--- src/verilog/usbcp_pkg.sv ---
package usbcp_pkg;

  // ----------------------------------------------------------------
  // command codes
  // ----------------------------------------------------------------
  localparam logic [7:0] CMD_ADDR_ENABLE  = 8'hD0;
  localparam logic [7:0] CMD_EP_ENABLE    = 8'hD8;
  localparam logic [7:0] CMD_SET_MODE     = 8'hF3;
  localparam logic [7:0] CMD_READ_IRQ     = 8'hF4;
  localparam logic [7:0] CMD_SELECT_BASE  = 8'h00;
  localparam logic [7:0] CMD_STATUS_BASE  = 8'h40;

  // ----------------------------------------------------------------
  // field positions
  // ----------------------------------------------------------------
  localparam int ADDR_ENABLE_BIT  = 7;
  localparam int EP_ENABLE_BIT    = 0;
  localparam int BUF_FULL_BIT     = 0;
  localparam int STALL_BIT        = 0;
  localparam int MODE_SINK_USE    = 0;
  localparam int MODE_SOURCE_USE  = 1;
  localparam int MODE_SINK_IRQ    = 2;
  localparam int MODE_SOURCE_IRQ  = 3;
  localparam int MODE_DIAG        = 4;
  localparam int MODE_KEEP_CLK    = 5;

  // ----------------------------------------------------------------
  // values after reset and bus reset behaviour of the mode byte
  // ----------------------------------------------------------------
  localparam logic [6:0] ADDR_RESET       = 7'h00;
  localparam logic [7:0] MODE_RESET       = 8'h00;
  localparam logic [7:0] MODE_USED_MASK   = 8'h3F;
  localparam logic [7:0] MODE_BUSRST_MASK = 8'h0F;

  // ----------------------------------------------------------------
  // endpoint map and timing
  // ----------------------------------------------------------------
  localparam int EP_IDX_W         = 3;
  localparam int EP_DEFAULT_COUNT = 2;
  localparam int EP_SINK_STREAM   = 4;
  localparam int EP_SOURCE_STREAM = 5;
  localparam int ACTION_CYCLES    = 2;

  typedef enum logic [0:0] {
    st_idle,
    st_busy
  } usbcp_state_e;

  typedef enum logic [1:0] {
    act_cmd,
    act_wr,
    act_rd
  } usbcp_act_e;

endpackage

--- src/verilog/usbcp_endpoint.sv ---
module usbcp_endpoint
  import usbcp_pkg::*;
#(
  parameter bit IS_CONTROL = 1'b0,
  parameter bit IS_IN      = 1'b0
) (
  // clock and reset
  input  wire logic       mclk,
  input  wire logic       srst,
  // engine events
  input  wire logic       bus_reset,
  input  wire logic       ev_hit,
  input  wire logic       ev_success,
  input  wire logic [3:0] ev_error,
  input  wire logic       ev_setup,
  input  wire logic       ev_data1,
  input  wire logic       irq_allow,
  input  wire logic       setup_token,
  // command side
  input  wire logic       status_read,
  input  wire logic       stall_wr,
  input  wire logic       stall_val,
  // state out
  output logic            flag,
  output logic [7:0]      status,
  output logic            stalled,
  output logic            reinit
);

  logic [6:0] body;
  logic       unread;
  logic       prev_lost;
  logic       next_stalled;

  assign status = {prev_lost, body};

  // last transaction status; an in buffer never reports a setup
  always_ff @(posedge mclk) begin
    if (srst) begin
      body <= 7'h00;
    end else if (ev_hit) begin
      body <= {ev_data1, ev_setup & ~IS_IN, ev_error, ev_success};
    end
  end

  // unread tracking; a new event in the read cycle stays unread
  always_ff @(posedge mclk) begin
    if (srst) begin
      unread    <= 1'b0;
      prev_lost <= 1'b0;
    end else begin
      if (ev_hit) begin
        unread <= 1'b1;
      end else if (status_read) begin
        unread <= 1'b0;
      end
      if (ev_hit && unread && !status_read) begin
        prev_lost <= 1'b1;
      end else if (status_read) begin
        prev_lost <= 1'b0;
      end
    end
  end

  // interrupt flag: the set wins over a clear in the same cycle
  always_ff @(posedge mclk) begin
    if (srst) begin
      flag <= 1'b0;
    end else if (ev_hit && irq_allow) begin
      flag <= 1'b1;
    end else if (status_read || bus_reset) begin
      flag <= 1'b0;
    end
  end

  // stall control and self unstall of control endpoints on setup
  always_comb begin
    next_stalled = stalled;
    if (stall_wr) begin
      next_stalled = stall_val;
    end else if (setup_token && IS_CONTROL) begin
      next_stalled = 1'b0;
    end
  end

  always_ff @(posedge mclk) begin
    if (srst) begin
      stalled <= 1'b0;
      reinit  <= 1'b0;
    end else begin
      stalled <= next_stalled;
      reinit  <= stalled & ~next_stalled;
    end
  end

endmodule

--- src/verilog/usbcp_top.sv ---
module usbcp_top
  import usbcp_pkg::*;
#(
  parameter int NEP = 6
) (
  // clock and reset
  input  wire logic                mclk,
  input  wire logic                srst,
  // controller command and data port
  input  wire logic                cmd_wr,
  input  wire logic                data_wr,
  input  wire logic                data_rd,
  input  wire logic [7:0]          wdata,
  output logic [7:0]               rdata,
  output logic                     action_done_flag,
  output logic                     engine_irq_out,
  // protocol engine events
  input  wire logic                bus_reset,
  input  wire logic                ev_valid,
  input  wire logic [EP_IDX_W-1:0] ev_ep,
  input  wire logic                ev_success,
  input  wire logic [3:0]          ev_error,
  input  wire logic                ev_setup,
  input  wire logic                ev_data1,
  input  wire logic                setup_token,
  input  wire logic [NEP-1:0]      buf_full,
  // configuration to the protocol engine
  output logic [6:0]               dev_addr,
  output logic                     func_enable,
  output logic                     nondef_ep_enable,
  output logic                     sink_stream_usable,
  output logic                     source_stream_usable,
  output logic                     sink_stream_irq_allow,
  output logic                     source_stream_irq_allow,
  output logic                     diagnostic_mode,
  output logic                     keep_synth_clock_running,
  // endpoint control to the protocol engine
  output logic [NEP-1:0]           ep_stalled,
  output logic [NEP-1:0]           ep_reinit,
  output logic [EP_IDX_W-1:0]      sel_ep,
  output logic                     buf_ptr_reset
);

  // ----------------------------------------------------------------
  // action sequencer
  // ----------------------------------------------------------------
  usbcp_state_e         state;
  usbcp_act_e           act;
  logic [1:0]           cnt;
  logic [7:0]           held;
  logic                 take;
  logic                 finish;

  assign take   = (state == st_idle) && (cmd_wr || data_wr || data_rd);
  assign finish = (state == st_busy) && (cnt == 2'd0);

  // requests while busy are dropped; the controller must pace on ready
  always_ff @(posedge mclk) begin
    if (srst) begin
      state            <= st_idle;
      act              <= act_cmd;
      cnt              <= 2'd0;
      held             <= 8'h00;
      action_done_flag <= 1'b1;
    end else begin
      case (state)
        st_idle: begin
          if (take) begin
            if (cmd_wr) begin
              act <= act_cmd;
            end else if (data_wr) begin
              act <= act_wr;
            end else begin
              act <= act_rd;
            end
            held             <= wdata;
            cnt              <= 2'(ACTION_CYCLES - 1);
            action_done_flag <= 1'b0;
            state            <= st_busy;
          end
        end
        st_busy: begin
          if (cnt == 2'd0) begin
            action_done_flag <= 1'b1;
            state            <= st_idle;
          end else begin
            cnt <= cnt - 2'd1;
          end
        end
        default: begin
          state <= st_idle;
        end
      endcase
    end
  end

  // ----------------------------------------------------------------
  // command holding and decode
  // ----------------------------------------------------------------
  logic [7:0]           cmd_code;
  logic                 cmd_open;
  logic                 do_cmd;
  logic                 do_wr;
  logic                 do_rd;
  logic                 sel_hit;
  logic                 stat_hit;
  logic [EP_IDX_W-1:0]  cmd_ep;

  // the first data cycle consumes the command; later cycles are void
  always_ff @(posedge mclk) begin
    if (srst) begin
      cmd_code <= 8'h00;
      cmd_open <= 1'b0;
    end else if (finish && act == act_cmd) begin
      cmd_code <= held;
      cmd_open <= 1'b1;
    end else if (finish) begin
      cmd_open <= 1'b0;
    end
  end

  assign do_cmd   = finish && (act == act_cmd);
  assign do_wr    = finish && (act == act_wr) && cmd_open;
  assign do_rd    = finish && (act == act_rd) && cmd_open;
  assign sel_hit  = (cmd_code >= CMD_SELECT_BASE) && (cmd_code < CMD_SELECT_BASE + 8'(NEP));
  assign stat_hit = (cmd_code >= CMD_STATUS_BASE) && (cmd_code < CMD_STATUS_BASE + 8'(NEP));
  assign cmd_ep   = cmd_code[EP_IDX_W-1:0];

  // select endpoint acts at the command itself, the read is optional
  always_ff @(posedge mclk) begin
    if (srst) begin
      sel_ep        <= '0;
      buf_ptr_reset <= 1'b0;
    end else begin
      buf_ptr_reset <= 1'b0;
      if (do_cmd && (held >= CMD_SELECT_BASE) && (held < CMD_SELECT_BASE + 8'(NEP))) begin
        sel_ep        <= held[EP_IDX_W-1:0];
        buf_ptr_reset <= 1'b1;
      end
    end
  end

  // ----------------------------------------------------------------
  // device configuration registers
  // ----------------------------------------------------------------
  logic [7:0]           mode;

  // address and enable; disabled from power-up and after bus reset
  always_ff @(posedge mclk) begin
    if (srst) begin
      dev_addr    <= ADDR_RESET;
      func_enable <= 1'b0;
    end else if (bus_reset) begin
      dev_addr    <= ADDR_RESET;
      func_enable <= 1'b0;
    end else if (do_wr && cmd_code == CMD_ADDR_ENABLE) begin
      dev_addr    <= held[6:0];
      func_enable <= held[ADDR_ENABLE_BIT];
    end
  end

  // non-default endpoint enable
  always_ff @(posedge mclk) begin
    if (srst) begin
      nondef_ep_enable <= 1'b0;
    end else if (bus_reset) begin
      nondef_ep_enable <= 1'b0;
    end else if (do_wr && cmd_code == CMD_EP_ENABLE) begin
      nondef_ep_enable <= held[EP_ENABLE_BIT];
    end
  end

  // mode byte; only the sensitive bits fall back on bus reset
  always_ff @(posedge mclk) begin
    if (srst) begin
      mode <= MODE_RESET;
    end else if (bus_reset) begin
      mode <= (mode & ~MODE_BUSRST_MASK) | (MODE_RESET & MODE_BUSRST_MASK);
    end else if (do_wr && cmd_code == CMD_SET_MODE) begin
      mode <= held & MODE_USED_MASK;
    end
  end

  assign sink_stream_usable       = mode[MODE_SINK_USE];
  assign source_stream_usable     = mode[MODE_SOURCE_USE];
  assign sink_stream_irq_allow    = mode[MODE_SINK_IRQ];
  assign source_stream_irq_allow  = mode[MODE_SOURCE_IRQ];
  assign diagnostic_mode          = mode[MODE_DIAG];
  assign keep_synth_clock_running = mode[MODE_KEEP_CLK];

  // ----------------------------------------------------------------
  // endpoints
  // ----------------------------------------------------------------
  logic [NEP-1:0]       ep_flag;
  logic [7:0]           ep_status [NEP];
  logic [NEP-1:0]       ep_hit;
  logic [NEP-1:0]       ep_allow;
  logic [NEP-1:0]       ep_read;
  logic [NEP-1:0]       ep_stall_wr;

  // events are accepted only for endpoints the host may talk to
  always_comb begin
    for (int i = 0; i < NEP; i++) begin
      ep_hit[i]      = ev_valid && func_enable && (ev_ep == EP_IDX_W'(i))
                       && (i < EP_DEFAULT_COUNT || nondef_ep_enable);
      ep_allow[i]    = 1'b1;
      ep_read[i]     = do_rd && stat_hit && (cmd_ep == EP_IDX_W'(i));
      ep_stall_wr[i] = do_wr && stat_hit && (cmd_ep == EP_IDX_W'(i));
    end
    // stream endpoints raise a flag only when the mode allows it
    ep_allow[EP_SINK_STREAM]   = sink_stream_irq_allow;
    ep_allow[EP_SOURCE_STREAM] = source_stream_irq_allow;
  end

  // even indices face out, odd ones in; the first pair is control
  for (genvar g = 0; g < NEP; g++) begin : g_ep
    usbcp_endpoint #(
      .IS_CONTROL (g < EP_DEFAULT_COUNT),
      .IS_IN      (g % 2 == 1)
    ) u_ep (
      .mclk        (mclk),
      .srst        (srst),
      .bus_reset   (bus_reset),
      .ev_hit      (ep_hit[g]),
      .ev_success  (ev_success),
      .ev_error    (ev_error),
      .ev_setup    (ev_setup),
      .ev_data1    (ev_data1),
      .irq_allow   (ep_allow[g]),
      .setup_token (setup_token),
      .status_read (ep_read[g]),
      .stall_wr    (ep_stall_wr[g]),
      .stall_val   (held[STALL_BIT]),
      .flag        (ep_flag[g]),
      .status      (ep_status[g]),
      .stalled     (ep_stalled[g]),
      .reinit      (ep_reinit[g])
    );
  end

  // ----------------------------------------------------------------
  // interrupt output
  // ----------------------------------------------------------------
  logic                 reset_irq;

  // bus reset raises the line with an empty register; the set wins
  always_ff @(posedge mclk) begin
    if (srst) begin
      reset_irq <= 1'b0;
    end else if (bus_reset) begin
      reset_irq <= 1'b1;
    end else if (do_rd && cmd_code == CMD_READ_IRQ) begin
      reset_irq <= 1'b0;
    end
  end

  // one cycle behind the flags, which keeps the output a plain flop
  always_ff @(posedge mclk) begin
    if (srst) begin
      engine_irq_out <= 1'b0;
    end else begin
      engine_irq_out <= (|ep_flag) | reset_irq;
    end
  end

  // ----------------------------------------------------------------
  // read data
  // ----------------------------------------------------------------
  logic [7:0]           next_rdata;

  // unknown codes and void cycles read as zero
  always_comb begin
    next_rdata = 8'h00;
    if (cmd_code == CMD_ADDR_ENABLE) begin
      next_rdata = {func_enable, dev_addr};
    end else if (cmd_code == CMD_EP_ENABLE) begin
      next_rdata[EP_ENABLE_BIT] = nondef_ep_enable;
    end else if (cmd_code == CMD_READ_IRQ) begin
      next_rdata = 8'(ep_flag);
    end else if (sel_hit) begin
      next_rdata[BUF_FULL_BIT] = buf_full[cmd_ep];
    end else if (stat_hit) begin
      next_rdata = ep_status[cmd_ep];
    end
  end

  // data is loaded in the cycle ready rises and held until the next read
  always_ff @(posedge mclk) begin
    if (srst) begin
      rdata <= 8'h00;
    end else if (do_rd) begin
      rdata <= next_rdata;
    end else if (finish && act == act_rd) begin
      rdata <= 8'h00;
    end
  end

endmodule

--- config.mk ---
export PLATFORM = sky130hd
export DESIGN_NAME = usbcp_top
export DESIGN_NICKNAME = d
export VERILOG_FILES = /design/src/verilog/usbcp_pkg.sv /design/src/verilog/usbcp_endpoint.sv /design/src/verilog/usbcp_top.sv
export SDC_FILE = /design/constraint.sdc
export NUM_CORES = 1
export LEC_CHECK = 0
export BUFFER_PORTS_ARGS = -buffer_cell sky130_fd_sc_hd__buf_4
export CAP_MARGIN = 30
export CORE_MARGIN = 8
export CORE_UTILIZATION = 44
export CTS_CLUSTER_DIAMETER = 120
export DETAILED_ROUTE_END_ITERATION = 8
export GPL_ROUTABILITY_DRIVEN = 1
export GPL_TIMING_DRIVEN = 0
export PLACE_DENSITY_LB_ADDON = 0.15
export SYNTH_ARGS = -nofsm -noshare
export SYNTH_HDL_FRONTEND = slang
export SYNTH_SLANG_ARGS = --single-unit
--- constraint.sdc ---
create_clock -name mclk -period 1.6 [get_ports mclk]
set_input_delay 0.48 -clock mclk [delete_from_list [all_inputs] [get_ports mclk]]
set_output_delay 0.48 -clock mclk [all_outputs]
set_load 0.02 [all_outputs]
==> results.json <==
{
  "crit-reg2reg-launch": "cmd_code[5]",
  "vias_per_cell": 5.659,
  "synth_top_area_share_pct": 44.69,
  "synth_area_um2": 5420,
  "first_pass_iters": 5,
  "holdPathStages": 3,
  "p_leak_nw": 2.878,
  "worstPathArrival_ns": 1.99,
  "setup_ws_ns": -0.03062,
  "hold_viol": 0,
  "dp_hpwl_um": 11840,
  "wl_per_cell_um": 19.26,
  "postLayoutCoreUtil_pct": 62.11,
  "pre_cts_slack_ns": -0.6196,
  "finClkSkew_ns": 0.005100,
  "setup_viol": 6,
  "ys_warn_count": 0,
  "synth_edf_count": 0,
  "port_buffers": 70,
  "insertion_delay_ns": 0.41,
  "synth_top_cells_by_count": "121 x dfxtp_1, 73 x nand2_1, 63 x a21oi_1, 51 x mux2i_1, 46 x nor2_1",
  "route.detailed.drc": 0,
  "min_to": "held[1]",
  "die_height_um": 127.0,
  "cp.required_ns": 1.96,
  "status": "complete, but fails checks",
  "synthArstFlopShare_pct": 0,
  "clock.fmax_ghz": 0.6133,
  "numCtsBuffers": 17,
  "start_util_pct": 45.12,
  "hp-class": "in -> reg",
  "grt_max_degree": 17,
  "synth_cells": 601,
  "ff2ff_path_depth": 5,
  "criticalPathCategory": "reg -> reg",
  "power_density_nw_per_um2": 980.4,
  "yosysMostFrequentCell": "dfxtp_1",
  "grt_pass1_vias": 4764,
  "coreArea_um2": 12010,
  "grtUsageTotal_pct": 20.61,
  "start_kind": "flip-flop",
  "core.rowCount": 40,
  "grt_antenna_before_repair": 0,
  "synthTopCellsByArea": "dfxtp_1 45%, mux2i_1 9.4%, a21oi_1 5.8%",
  "max-cap-violations": 0,
  "fin_crit_sh_pct": 101.9,
  "clk_path_buf_depth": 2,
  "rrSetupSlack_ns": -0.03,
  "worst_pin_slew_ns": 0.6171,
  "drt_iter0_markers": 421,
  "ant_nets": 0,
  "critPathMaxFanout": 8,
  "synthDistinctLibCells": 62,
  "cts_root_buf": "clkbuf_16",
  "r2r_end": "g_ep[5].u_ep.reinit",
  "seq_area_frac_synth_pct": 44.69,
  "violations": "negative setup slack",
  "io_pins": 73,
  "nNetsFinal": 755,
  "vdd_drop_max_uv": 721.1,
  "synth_flop_cell": "dfxtp_1",
  "yosys.area.top_type": "dfxtp_1",
  "drive_gt1_share_pct": 34.69,
  "grt_pass1_wl_um": 25870,
  "synth-seq-cells": 121,
  "holdWs_ns": 0.3137,
  "htreeDepth": 4,
  "fin_crit_ns": 1.631,
  "num_antenna_cells": 0,
  "cts_tree": "built",
  "avgSynthCellArea_um2": 9.019,
  "cts.sinks": 121,
  "synth_fp_nets": 634,
  "die-area_um2": 16130,
  "gp_congestion": 0.8422,
  "route.vias.total": 4991,
  "crit_path_end_kind": "flip-flop",
  "hold_start": "wdata[1]",
  "gr-total-overflow": 0,
  "relSlewSlack_pct": 58.86,
  "die_w_um": 127.0,
  "areaGrowthSynthToFinish_pct": 37.65,
  "rsz0062_at_grt": "true",
  "clk_pin_slew_ns": 0.05,
  "final_max_slew_viol_count": 0,
  "routed_wl_um": 16980
}
-- worst max-delay path by stage --
| stage | start | to | slack [ns] | cells past startpoint |
|---|---|---|---|---|
| finish | cmd_code[5] | g_ep[5].u_ep.reinit | -0.03 | 5 |
| global route | cmd_code[7] | g_ep[5].u_ep.reinit | -0.09 | 5 |
| CTS | cmd_code[3] | g_ep[5].u_ep.reinit | -0.03 | 4 |
| detailed placement | srst | sel_ep[1] | -0.62 | 4 |
| global placement | srst | g_ep[0].u_ep.body[0] | -0.60 | 4 |
| floorplan | cnt[0] | nondef_ep_enable | 0.03 | 7 |
-- placed cells by master, fill, tap and decap left out, types with 9 or more instances in the layout --
master | Yosys | layout
buf_4 | 15 | 116
dfxtp_1 | 121 | 109
nand2_1 | 73 | 71
a21oi_1 | 63 | 63
mux2i_1 | 51 | 51
nor2_1 | 46 | 44
clkbuf_16 | 0 | 17
nand3_1 | 20 | 16
nand2b_1 | 15 | 14
o21ai_0 | 22 | 11
nor3_1 | 14 | 11
and3_1 | 10 | 10
dfxtp_2 | 0 | 10
buf_6 | 3 | 9
clkbuf_1 | 15 | 9
o21ai_1 | 1 | 9
-- cell type report --
type,count,area [µm²]
repair buffers,106,837.1
clock inverters,7,65.06
well taps,147,183.9
multi-input cells,415,2997
inverters,13,56.30
flip-flops and latches,121,2442
fillers,1039,4551
clock buffers,25,505.5
plain buffers,48,374.1
-- sequential cells by signal, summed over array words and instances, names as in the netlist, 2 cells and up --
name,cells
g_ep.u_ep.stalled,6
g_ep.u_ep.reinit,6
g_ep.u_ep.unread,6
cmd_code,8
sel_ep,3
g_ep.u_ep.prev_lost,6
rdata,8
dev_addr,7
mode,6
held,8
g_ep.u_ep.flag,6
g_ep.u_ep.body,39
act,2
cnt,2
-- worst max-delay path, stage by stage (launching register included) --
cell,delay (ns)
dfxtp_2,0.39
nor4_4,0.30
nand3_4,0.14
buf_12,0.18
nor4_4,0.33
and4_1,0.23
-- per-stage QoR --
step	power, mW	std cells	setup TNS (ns)	cell area [µm²]
finish	7.315	882	-0.1077	7461
CTS	7.292	868	-0.1063	7108
global placement	3.616	818	-53.06	6130
global route	7.544	882	-1.500	7461
detailed placement	3.625	819	-55.15	6137
floorplan	3.422	601	0	5420
-- layer usage --
| layer | vias to the layer above | global-route usage (%) | share of wire [%] |
|---|---|---|---|
| li1 | 2387 | - | - |
| met1 | 2413 | 26.46 | 44 |
| met2 | 170 | 33.51 | 49 |
| met3 | 21 | 4.285 | 6.1 |
| met4 | 0 | 7.488 | 1.3 |
| met5 | - | 0 | 0 |
-- cell families (layout without fill, tap and decap cells) --
logic type,count (synthesis),after routing,share of synthesized area [%]
XOR/XNOR,1,1,0.1616
multiplexers,57,57,11.91
adder cells (fa/ha/maj),1,1,0.2308
AO/OA/AOI/OAI,123,123,13.62
AND/OR/NAND/NOR,233,233,23.13
buffers and inverters,65,199,6.255
flip-flops,121,121,44.69
-- power breakdown --
part / internal, mW / switching (mW)
clock network: 2.33 / 1.30
logic: 0.237 / 0.326
registers: 3.06 / 0.0606
-- what timing repair did --
item | 4_1_cts | 5_1_grt
resized for setup | 71 | 61
setup buffers | 18 | 15
pin swaps | 20 | 24
hold buffers | 0 | 0
hold endpoints to repair | 0 | 0
cloned | 2 | 0
endpoints found under the setup margin | 121 | 93
(Power assumes the default switching activity.)
